### config.mk
export PLATFORM = sky130hd
export DESIGN_NAME = cmpb_top
export DESIGN_NICKNAME = d
export VERILOG_FILES = /design/src/core/cmpb_pkg.sv /design/src/core/cmpb_mask_sel.sv /design/src/core/cmpb_top.sv
export VERILOG_INCLUDE_DIRS = /design/src /design/src/core
export SDC_FILE = /design/constraint.sdc
export NUM_CORES = 1
export LEC_CHECK = 0
export BUFFER_PORTS_ARGS = -buffer_cell sky130_fd_sc_hd__buf_2
export CORE_ASPECT_RATIO = 0.75
export CORE_MARGIN = 8
export CORE_UTILIZATION = 40
export DETAILED_ROUTE_END_ITERATION = 10
export PLACE_DENSITY = 0.76
export SYNTH_ARGS = -nofsm -noshare
export SYNTH_HDL_FRONTEND = slang
export SYNTH_HIERARCHICAL = 1
export SYNTH_SLANG_ARGS = --single-unit
### constraint.sdc
create_clock -name pclk -period 1.6 [get_ports pclk]
set_clock_uncertainty 0.2 [all_clocks]
set_input_delay 0 -clock pclk [delete_from_list [all_inputs] [get_ports pclk]]
set_output_delay 0 -clock pclk [all_outputs]
set_load 0.05 [all_outputs]
### src/core/cmpb_defs.svh
`ifndef CMPB_DEFS_SVH
`define CMPB_DEFS_SVH

// ----------------------------------------------------------------
// register byte offsets
// ----------------------------------------------------------------
`define CMPB_OFF_CTRL 12'h000
`define CMPB_OFF_MSRC 12'h004
`define CMPB_OFF_MGATE 12'h008

// ----------------------------------------------------------------
// reset values and writable bits
// ----------------------------------------------------------------
`define CMPB_CTRL_RST 16'h0000
`define CMPB_MSRC_RST 16'h0000
`define CMPB_MGATE_RST 16'h0000
`define CMPB_CTRL_WMASK 16'hE2D3
`define CMPB_MSRC_WMASK 16'h0FFF
`define CMPB_MGATE_WMASK 16'hBFFF

// ----------------------------------------------------------------
// control field positions
// ----------------------------------------------------------------
`define CMPB_CTRL_EN 15
`define CMPB_CTRL_OE 14
`define CMPB_CTRL_INV 13
`define CMPB_CTRL_EVT 9
`define CMPB_CTRL_RES 8
`define CMPB_CTRL_POL_HI 7
`define CMPB_CTRL_POL_LO 6
`define CMPB_CTRL_REF 4
`define CMPB_CTRL_CH_HI 1
`define CMPB_CTRL_CH_LO 0

// ----------------------------------------------------------------
// mask source and gating field positions
// ----------------------------------------------------------------
`define CMPB_MSRC_A_LO 0
`define CMPB_MSRC_W 4
`define CMPB_MGATE_LVL 15
`define CMPB_MGATE_OR_HI 13
`define CMPB_MGATE_OR_LO 8
`define CMPB_MGATE_NAND 7
`define CMPB_MGATE_PAND 6
`define CMPB_MGATE_AND_HI 5
`define CMPB_MGATE_AND_LO 0

`endif

### src/core/cmpb_pkg.sv
package cmpb_pkg;

   // event polarity modes
   typedef enum logic [1:0] {
      CMPB_EV_OFF  = 2'h0,
      CMPB_EV_RISE = 2'h1,
      CMPB_EV_FALL = 2'h2,
      CMPB_EV_ANY  = 2'h3
   } cmpb_event_polarity_sel_t;

   // mask source codes; 4'h6 to 4'hD are reserved and read low
   typedef enum logic [3:0] {
      CMPB_SRC_G1L = 4'h0,
      CMPB_SRC_G1H = 4'h1,
      CMPB_SRC_G2L = 4'h2,
      CMPB_SRC_G2H = 4'h3,
      CMPB_SRC_G3L = 4'h4,
      CMPB_SRC_G3H = 4'h5,
      CMPB_SRC_F2  = 4'hE,
      CMPB_SRC_F4  = 4'hF
   } cmpb_src_t;

   // register selected by an apb address
   typedef enum logic [1:0] {
      CMPB_REG_NONE  = 2'h0,
      CMPB_REG_CTRL  = 2'h1,
      CMPB_REG_MSRC  = 2'h2,
      CMPB_REG_MGATE = 2'h3
   } cmpb_reg_t;

endpackage

### src/core/cmpb_mask_sel.sv
`timescale 1ns/1ps
module cmpb_mask_sel
   import cmpb_pkg::*;
(
   // clock and reset
   input wire logic pclk,
   input wire logic presetn,
   // source code and candidate signals
   input wire logic [3:0] sel,
   input wire logic [5:0] pwm_src,
   input wire logic fault_two,
   input wire logic fault_four,
   // registered mask input
   output logic mask_q
);

   logic next_mask;

   // reserved codes give a quiet low rather than a stray source
   always_comb begin
      next_mask = 1'b0;
      case (cmpb_src_t'(sel))
         CMPB_SRC_G1L: next_mask = pwm_src[0];
         CMPB_SRC_G1H: next_mask = pwm_src[1];
         CMPB_SRC_G2L: next_mask = pwm_src[2];
         CMPB_SRC_G2H: next_mask = pwm_src[3];
         CMPB_SRC_G3L: next_mask = pwm_src[4];
         CMPB_SRC_G3H: next_mask = pwm_src[5];
         CMPB_SRC_F2: next_mask = fault_two;
         CMPB_SRC_F4: next_mask = fault_four;
         default: next_mask = 1'b0;
      endcase
   end

   // one flop so the blanking path sees a clean level
   always_ff @(posedge pclk or negedge presetn) begin
      if (!presetn) begin
         mask_q <= 1'b0;
      end else begin
         mask_q <= next_mask;
      end
   end

endmodule

### src/core/cmpb_top.sv
// The implementer's own choices: the APB register port and the address map.
`timescale 1ns/1ps
`include "cmpb_defs.svh"
module cmpb_top
   import cmpb_pkg::*;
#(
   parameter int ADDR_W = 12,
   // pins bonded out on this package; absent ones go to ground
   parameter logic POS_PIN_PRESENT = 1'b1,
   parameter logic [3:0] NEG_PIN_PRESENT = 4'hF
) (
   // clock and reset
   input wire logic pclk,
   input wire logic presetn,
   // apb slave
   input wire logic [ADDR_W-1:0] paddr,
   input wire logic psel,
   input wire logic penable,
   input wire logic pwrite,
   input wire logic [31:0] pwdata,
   input wire logic [3:0] pstrb,
   output logic [31:0] prdata,
   output logic pready,
   output logic pslverr,
   // analog comparator side
   input wire logic comparator_raw,
   output logic analog_enable,
   output logic positive_input_ref_sel,
   output logic positive_input_ground,
   output logic [1:0] negative_input_channel_sel,
   output logic negative_input_ground,
   // comparator output pin
   output logic comp_pin_out,
   output logic comp_pin_oe,
   // pwm generator outputs and fault inputs
   input wire logic gen1_low_output,
   input wire logic gen1_high_output,
   input wire logic gen2_low_output,
   input wire logic gen2_high_output,
   input wire logic gen3_low_output,
   input wire logic gen3_high_output,
   input wire logic fault_input_two,
   input wire logic fault_input_four,
   // results and events
   output logic comparator_result,
   output logic sticky_event_flag,
   output logic event_trigger,
   output logic blank_window
);

   // ----------------------------------------------------------------
   // registers and internal nets
   // ----------------------------------------------------------------
   logic [15:0] comparator4_control;
   logic [15:0] mask_source_select;
   logic [15:0] mask_gating_control;
   logic [5:0] pwm_src;
   logic [2:0] mask_in;
   logic mask_input_a;
   logic mask_input_b;
   logic mask_input_c;
   logic [5:0] mask_terms;
   logic [5:0] and_en;
   logic and_gate_output;
   logic or_gate_output;
   logic adjusted;
   logic filtered;
   logic prev_result;
   logic rise_seen;
   logic fall_seen;
   logic edge_hit;
   logic fire;
   logic wr_access;
   logic rd_setup;
   cmpb_reg_t sel_reg;
   cmpb_event_polarity_sel_t event_polarity_sel;
   logic output_invert;
   logic masking_level_sel;
   logic comp_enable;

   // ----------------------------------------------------------------
   // helpers
   // ----------------------------------------------------------------
   // address decode, shared by read and write paths
   function automatic cmpb_reg_t decode(input logic [ADDR_W-1:0] a);
      cmpb_reg_t r;
      r = CMPB_REG_NONE;
      case (a)
         ADDR_W'(`CMPB_OFF_CTRL): r = CMPB_REG_CTRL;
         ADDR_W'(`CMPB_OFF_MSRC): r = CMPB_REG_MSRC;
         ADDR_W'(`CMPB_OFF_MGATE): r = CMPB_REG_MGATE;
         default: r = CMPB_REG_NONE;
      endcase
      return r;
   endfunction

   // byte-lane merge, keeping read-only and reserved bits intact
   function automatic logic [15:0] merge(input logic [15:0] old,
                                         input logic [31:0] wd,
                                         input logic [3:0] st,
                                         input logic [15:0] wm);
      logic [15:0] lane;
      lane = {{8{st[1]}}, {8{st[0]}}} & wm;
      return (old & ~lane) | (wd[15:0] & lane);
   endfunction

   // ----------------------------------------------------------------
   // apb slave
   // ----------------------------------------------------------------
   // zero wait states: every access finishes in its first access cycle
   assign sel_reg = decode(paddr);
   assign wr_access = psel & penable & pwrite & (sel_reg != CMPB_REG_NONE);
   assign rd_setup = psel & ~penable & ~pwrite;
   assign pready = 1'b1;
   assign pslverr = psel & penable & (sel_reg == CMPB_REG_NONE);

   // read data captured in setup so it is steady through access
   always_ff @(posedge pclk or negedge presetn) begin
      if (!presetn) begin
         prdata <= 32'h0000_0000;
      end else if (rd_setup) begin
         case (sel_reg)
            CMPB_REG_CTRL: prdata <= {16'h0000, comparator4_control};
            CMPB_REG_MSRC: prdata <= {16'h0000, mask_source_select};
            CMPB_REG_MGATE: prdata <= {16'h0000, mask_gating_control};
            default: prdata <= 32'h0000_0000;
         endcase
      end
   end

   // ----------------------------------------------------------------
   // control register
   // ----------------------------------------------------------------
   // the event flag set by hardware wins over a clearing write, but
   // fire is held off while the flag is set, so an edge landing in the clear cycle is lost
   always_ff @(posedge pclk or negedge presetn) begin
      if (!presetn) begin
         comparator4_control <= `CMPB_CTRL_RST;
      end else begin
         if (wr_access && sel_reg == CMPB_REG_CTRL) begin
            comparator4_control <= merge(comparator4_control, pwdata,
                                         pstrb, `CMPB_CTRL_WMASK);
         end
         if (fire) begin
            comparator4_control[`CMPB_CTRL_EVT] <= 1'b1;
         end
         // result bit mirrors the blanked, polarity-adjusted output
         comparator4_control[`CMPB_CTRL_RES] <= filtered;
      end
   end

   // ----------------------------------------------------------------
   // mask source and gating registers
   // ----------------------------------------------------------------
   always_ff @(posedge pclk or negedge presetn) begin
      if (!presetn) begin
         mask_source_select <= `CMPB_MSRC_RST;
      end else if (wr_access && sel_reg == CMPB_REG_MSRC) begin
         mask_source_select <= merge(mask_source_select, pwdata,
                                     pstrb, `CMPB_MSRC_WMASK);
      end
   end

   always_ff @(posedge pclk or negedge presetn) begin
      if (!presetn) begin
         mask_gating_control <= `CMPB_MGATE_RST;
      end else if (wr_access && sel_reg == CMPB_REG_MGATE) begin
         mask_gating_control <= merge(mask_gating_control, pwdata,
                                      pstrb, `CMPB_MGATE_WMASK);
      end
   end

   // ----------------------------------------------------------------
   // field views
   // ----------------------------------------------------------------
   assign comp_enable = comparator4_control[`CMPB_CTRL_EN];
   assign output_invert = comparator4_control[`CMPB_CTRL_INV];
   assign event_polarity_sel = cmpb_event_polarity_sel_t'(comparator4_control[
      `CMPB_CTRL_POL_HI:`CMPB_CTRL_POL_LO]);
   assign masking_level_sel = mask_gating_control[`CMPB_MGATE_LVL];
   assign sticky_event_flag = comparator4_control[`CMPB_CTRL_EVT];
   assign comparator_result = comparator4_control[`CMPB_CTRL_RES];

   // ----------------------------------------------------------------
   // analog input routing
   // ----------------------------------------------------------------
   // selects are plain register bits; the analog mux follows them
   assign analog_enable = comp_enable;
   assign positive_input_ref_sel =
      comparator4_control[`CMPB_CTRL_REF];
   assign negative_input_channel_sel =
      comparator4_control[`CMPB_CTRL_CH_HI:`CMPB_CTRL_CH_LO];

   // a selected pin that is not bonded is grounded, never left open
   assign positive_input_ground = ~positive_input_ref_sel &
                                  ~POS_PIN_PRESENT;
   assign negative_input_ground =
      ~NEG_PIN_PRESENT[negative_input_channel_sel];

   // ----------------------------------------------------------------
   // mask input selection
   // ----------------------------------------------------------------
   assign pwm_src = {gen3_high_output, gen3_low_output,
                     gen2_high_output, gen2_low_output,
                     gen1_high_output, gen1_low_output};

   // a = bits 3-0, b = bits 7-4, c = bits 11-8
   genvar gi;
   generate
      for (gi = 0; gi < 3; gi++) begin : g_mask
         cmpb_mask_sel u_sel (
            .pclk(pclk),
            .presetn(presetn),
            .sel(mask_source_select[`CMPB_MSRC_A_LO + gi*`CMPB_MSRC_W
               +: `CMPB_MSRC_W]),
            .pwm_src(pwm_src),
            .fault_two(fault_input_two),
            .fault_four(fault_input_four),
            .mask_q(mask_in[gi])
         );
      end
   endgenerate

   assign mask_input_a = mask_in[0];
   assign mask_input_b = mask_in[1];
   assign mask_input_c = mask_in[2];

   // ----------------------------------------------------------------
   // blanking gates
   // ----------------------------------------------------------------
   // term order matches the enable order of both gate fields
   assign mask_terms = {mask_input_c, ~mask_input_c,
                        mask_input_b, ~mask_input_b,
                        mask_input_a, ~mask_input_a};

   // and gate over enabled terms; with none enabled it stays low
   // so an empty gate blanks everything only when the nand term is enabled
   assign and_en = mask_gating_control[
      `CMPB_MGATE_AND_HI:`CMPB_MGATE_AND_LO];
   assign and_gate_output = (|and_en) &
                            (&(~and_en | mask_terms));

   // or gate over enabled mask terms and the and gate output
   assign or_gate_output =
      (|(mask_gating_control[`CMPB_MGATE_OR_HI:`CMPB_MGATE_OR_LO]
         & mask_terms))
      | (mask_gating_control[`CMPB_MGATE_NAND] &
         ~and_gate_output)
      | (mask_gating_control[`CMPB_MGATE_PAND] &
         and_gate_output);

   assign blank_window = or_gate_output;

   // ----------------------------------------------------------------
   // output path
   // ----------------------------------------------------------------
   // polarity first, then blanking: while the window is open the
   // suppressed level is replaced by the masking_level_sel level
   assign adjusted = comparator_raw ^ output_invert;
   assign filtered = comp_enable &
      (blank_window ? masking_level_sel : adjusted);

   // output pin driven only while enabled for the pin
   always_ff @(posedge pclk or negedge presetn) begin
      if (!presetn) begin
         comp_pin_out <= 1'b0;
         comp_pin_oe <= 1'b0;
      end else begin
         comp_pin_out <= filtered;
         comp_pin_oe <= comp_enable &
                        comparator4_control[`CMPB_CTRL_OE];
      end
   end

   // ----------------------------------------------------------------
   // edge detection and events
   // ----------------------------------------------------------------
   // previous sample of the stored result
   always_ff @(posedge pclk or negedge presetn) begin
      if (!presetn) begin
         prev_result <= 1'b0;
      end else begin
         prev_result <= comparator_result;
      end
   end

   // edges of the polarity-adjusted, blanked output; an inverted
   // polarity turns a raw fall into a rise here and back again
   assign rise_seen = comparator_result & ~prev_result;
   assign fall_seen = ~comparator_result & prev_result;

   always_comb begin
      edge_hit = 1'b0;
      case (event_polarity_sel)
         CMPB_EV_ANY: edge_hit = rise_seen | fall_seen;
         CMPB_EV_FALL: edge_hit = fall_seen;
         CMPB_EV_RISE: edge_hit = rise_seen;
         CMPB_EV_OFF: edge_hit = 1'b0;
         default: edge_hit = 1'b0;
      endcase
   end

   // a pending flag blocks new events until software clears it;
   // that clear must come before interrupts are enabled
   assign fire = edge_hit & ~sticky_event_flag;

   // one-cycle trigger toward the interrupt and conversion logic
   always_ff @(posedge pclk or negedge presetn) begin
      if (!presetn) begin
         event_trigger <= 1'b0;
      end else begin
         event_trigger <= fire;
      end
   end

endmodule

# Yosys cells after proc, flatten, opt, wreduce, memory -nomap -nowiden
# Cells that the tools add are included.
# op_classes
add_sub_neg	0
n_mul	0
div	0
n_lt_le_gt_ge	1
n_eq_ne	29
shift	0
muxes	11
n_bitwise	43
reduce_logical	14
# ops
cell	count
16-bit AND	5
16-bit OR	3
16-bit one-hot mux with 3 select lines	1
16-bit inverter	2
4-bit by 2-bit == test with 1-bit output, second input constant	6
4-bit by 3-bit == test with 1-bit output, second input constant	6
4-bit == test, second input constant	6
1-bit one-hot mux with 8 select lines	3
16-bit by 12-bit AND with 16-bit output	1
12-bit inverter with 16-bit output	1
1-bit AND	14
12-bit by 3-bit == test with 1-bit output, second input constant	1
12-bit by 4-bit == test with 1-bit output, second input constant	1
4-bit by 1-bit == test with 1-bit output, second input constant	3
12-bit logical NOT	1
4-bit logical NOT	3
6-bit OR reduction	2
10-bit two-way mux	1
1-bit inverter	10
2-bit == test, second input constant	4
6-bit AND	1
6-bit inverter	1
6-bit OR	1
2-bit one-hot mux with 3 select lines	1
other kinds (11)	20
# totals
regBits	86
latchBits	0
mem_bits_rw	0
rom_bits	0
inputBits	62
wordCells	110
memories	0

# Longest topological paths before layout
# depth
word_depth	10
ltp_mapped	7
ltp_nobuf	6

# Modules after synthesis
# Netlist, hierarchy kept.
# modules_own_cells
mod	n_inst	cells_per_inst	area_per_inst_um2	seq_area_each_um2
cmpb_top	1	234	2738.9	1401.3
cmpb_mask_sel	3	14	133.9	25.0

# Worst setup path after synthesis
# No wires, ideal clock.
# synth_timing
kind	reg-to-reg
startpoint	register (tool-made name)
endpoint	register comp_pin_out
setup_time_ps	86
t_arrival_ps	2006
t_required_ps	1314
slack_ps	-692
path_stages_with_launch	6
period_less_slack_ps	2292
cell_sequence	dfrtp_1 -> nor4_1 -> nand2_1 -> nand4_1 -> mux2i_1 -> mux2i_1
# synth_rtl
element	line_no	rtl
end signal: assignment	cmpb_top.sv:269	comp_pin_out <= filtered;
end: declaration	cmpb_top.sv:33	output logic comp_pin_out,

==> flow_summary.ini <==
[run_status]
status = finished, violations left
violations = hold timing, setup timing

[yosys]
muxShareOfSynthArea_pct = 19.52
synth_compound_area_share_pct = 9.920
synth_top_family_by_area = multiplexers
synthArstFlopShare_pct = 100.0
synth_area_leader_cell = dfrtp_1
syn_inst = 276
netlist_area_sq_um = 3141
yosysSeqAreaShare_pct = 47.01
synth_fa_ha_area_share_pct = 0.7968
yosys.area_share.simple_pct = 15.46
synth_flop_cell = dfrtp_1
yosys_register_bits = 59
synth_edf_count = 0
syn_area_per_cell_sq_um = 11.38
yosysWarningCount = 6
synthTopCellsByArea = dfrtp_1 (47%), mux2_2 (14%), buf_4 (5.3%)
yosysMostFrequentCell = dfrtp_1
synth.top_cells.by_count = dfrtp_1 (59), mux2_2 (38), nor2_1 (25), buf_4 (22), nand2_1 (18)
synth_cell_types = 37
synth-xor-area-share_pct = 0.2789
synth_top_area_share_pct = 47.01

[grt]
grt_pass1_wl_mm = 13.82
grt_antenna_before_repair = 0
grt_use_met1_pct = 20.07
grt_usage_pct = 15.97
grt_pass1_vias = 2645
use_met2_pct = 25.01
grtUsageMet3_pct = 6.444
grt.busiest_layer = met2
grt_max_degree = 38
grt-ovfl-total = 0

[power]
p_leak_nw = 2.153
p_per_area_nw_per_um2 = 754.1
finalPower_mw = 3.216
vdd_drop_max_v = 0.0004357

[routing]
route.vias.total = 2580
antenna_left = 0
wl_per_cell_microns = 16.39
via_per_inst = 5.000
drc = 0
drt_first_pass_iters = 4
drt_wl_total_mm = 8.458
drt_iter0_markers = 133

[floorplan]
die_h_microns = 92.74
ioPinCount = 108
initial_utilization_pct = 40.56
die_w_microns = 118.3
dieArea_sq_um = 10970
rows = 28
coreArea_sq_um = 7742

[finish]
drive_gt1_share_pct = 43.07
regArea_sq_um = 1476
num-fill-cells = 655
fin_util_pct = 55.09
diodes = 0
syn2layout_area_growth_pct = 35.82
multiInputGateArea_sq_um = 1531
nNetsFinal = 470
fin_cells = 516

[clock_tree]
cts_buffers = 9
cts_sinks = 59
path_clk_slew_ns = 0.06
clockBufferDepth = 2
clk_latency_ns = 0.34
clock-root-buffer = clkbuf_8
postCtsSetupRepairBufs = 0
htreeDepth = 3
cts_tree = done

[timing]
hold_ws_ns = -0.03338
period_minus_slack_ns = 1.903
worst_slack_ns = -0.3032
post-route-period-util_pct = 118.9
maxSlewViolCount = 0
setup_violations = 2
rsz0062_at_grt = true
timing.fmax_mhz = 525.4
hold_viol = 6

[critical_path]
crit_fanout = 2
r2r_slack_ns = -0.05
ff2ff_path_depth = 5
start_kind = flip-flop
crit_required_ns = 1.40
crit_arrival_ns = 1.70
r2r_end = comp_pin_out
crit_type = flip-flop to primary output
end_kind = primary output

[placed_design]
placed_cells = 469
place_congestion = 0.8519
dp_hpwl_mm = 6.582
port_buffers = 70

[min_path]
hold_end = prdata[14]
hold_start = pwrite
holdPathStages = 4
hp-class = input pin to flip-flop

[flow_run]
max-cap-violations = 0
==> worst max path at each step <==
stage	start	end	slack, ns	cells after the start
floorplan	flip-flop	comp_pin_out	-0.24	5
global placement	paddr[5]	flip-flop	-0.13	5
detailed placement	paddr[5]	flip-flop	-0.21	5
CTS	flip-flop	blank_window	-0.32	5
global route	flip-flop	blank_window	-0.35	5
finish	flip-flop	blank_window	-0.30	5
==> power by group <==
part	leakage [nW]	internal, mW	switching (mW)	total [mW]
Combinational	1.26	0.166	0.316	0.482
Sequential	0.800	1.52	0.0167	1.53
Clock	0.0884	0.640	0.560	1.20
Total	2.15	2.32	0.893	3.22
==> logic make-up after synthesis <==
| logic type | after synthesis |
|---|---|
| and+or+nand+nor | 86 |
| DFF | 59 |
| xor gates and xnor gates | 1 |
| AOI/OAI and AO/OA | 39 |
| muxes | 55 |
| other | 2 |
| adders and majority gates | 2 |
| buffers and inverters | 32 |
==> worst max-delay path: stages (launching register included) <==
cell and delay, ns:
dfrtp_1 0.38, nor4_1 0.27, nand2_1 0.08, nand4_1 0.17
mux2i_4 0.28, buf_6 0.19
==> layer usage <==
metal	routed length [microns]	part of all wire [%]	vias to the layer above
li1	-	-	1229
met1	3700	44	1264
met2	3998	47	81
met3	693	8.2	6
met4	66	0.78	0
met5	0	0	-
==> through the flow <==
stage                     setup TNS (ns)  instance area, sq um  worst slack (ns)  hold slack, ns
after floorplan                  -0.3535                  3217           -0.2394         -0.4956
after global placement            -2.700                  3765           -0.1318         -0.3135
after detailed placement          -2.928                  3765           -0.2112         -0.3129
after CTS                        -0.6975                  4262           -0.3169        -0.03796
after global routing             -0.4391                  4265           -0.3463        -0.04223
final                            -0.3543                  4265           -0.3032        -0.03338
==> cell type report <==
cell class | instances | share of cell area (%)
multi-input combinational | 202 | 35.90
sequential | 59 | 34.61
inverter | 5 | 0.4400
timing repair buffer | 129 | 21.74
clock buffer | 12 | 3.637
clock inverter | 4 | 0.5867
tap | 105 | 3.080
==> placed cells by master, fill, tap and decap left out, types with 4 or more instances in the layout <==
cell / count
nor2_1: 25
and3_2: 7
dfrtp_1: 59
mux2_2: 38
mux2i_1: 13
nor3b_1: 6
a221oi_1: 5
o21ai_0: 6
nand2_1: 18
conb_1: 19
nor2b_1: 5
dlygate4sd3_1: 31
clkbuf_8: 11
o211ai_1: 7
buf_4: 24
nand3_1: 9
a22o_1: 4
inv_1: 5
buf_12: 4
buf_2: 69
==> repair_timing <==
| action | 4_1_cts | 5_1_grt |
|---|---|---|
| endpoints found under the setup margin | 2 | 6 |
| hold buffers | 31 | 1 |
| pin swaps | 2 | 3 |
| resized for setup | 2 | 1 |
| hold endpoints to repair | 107 | 5 |
(Power assumes the default switching activity.)
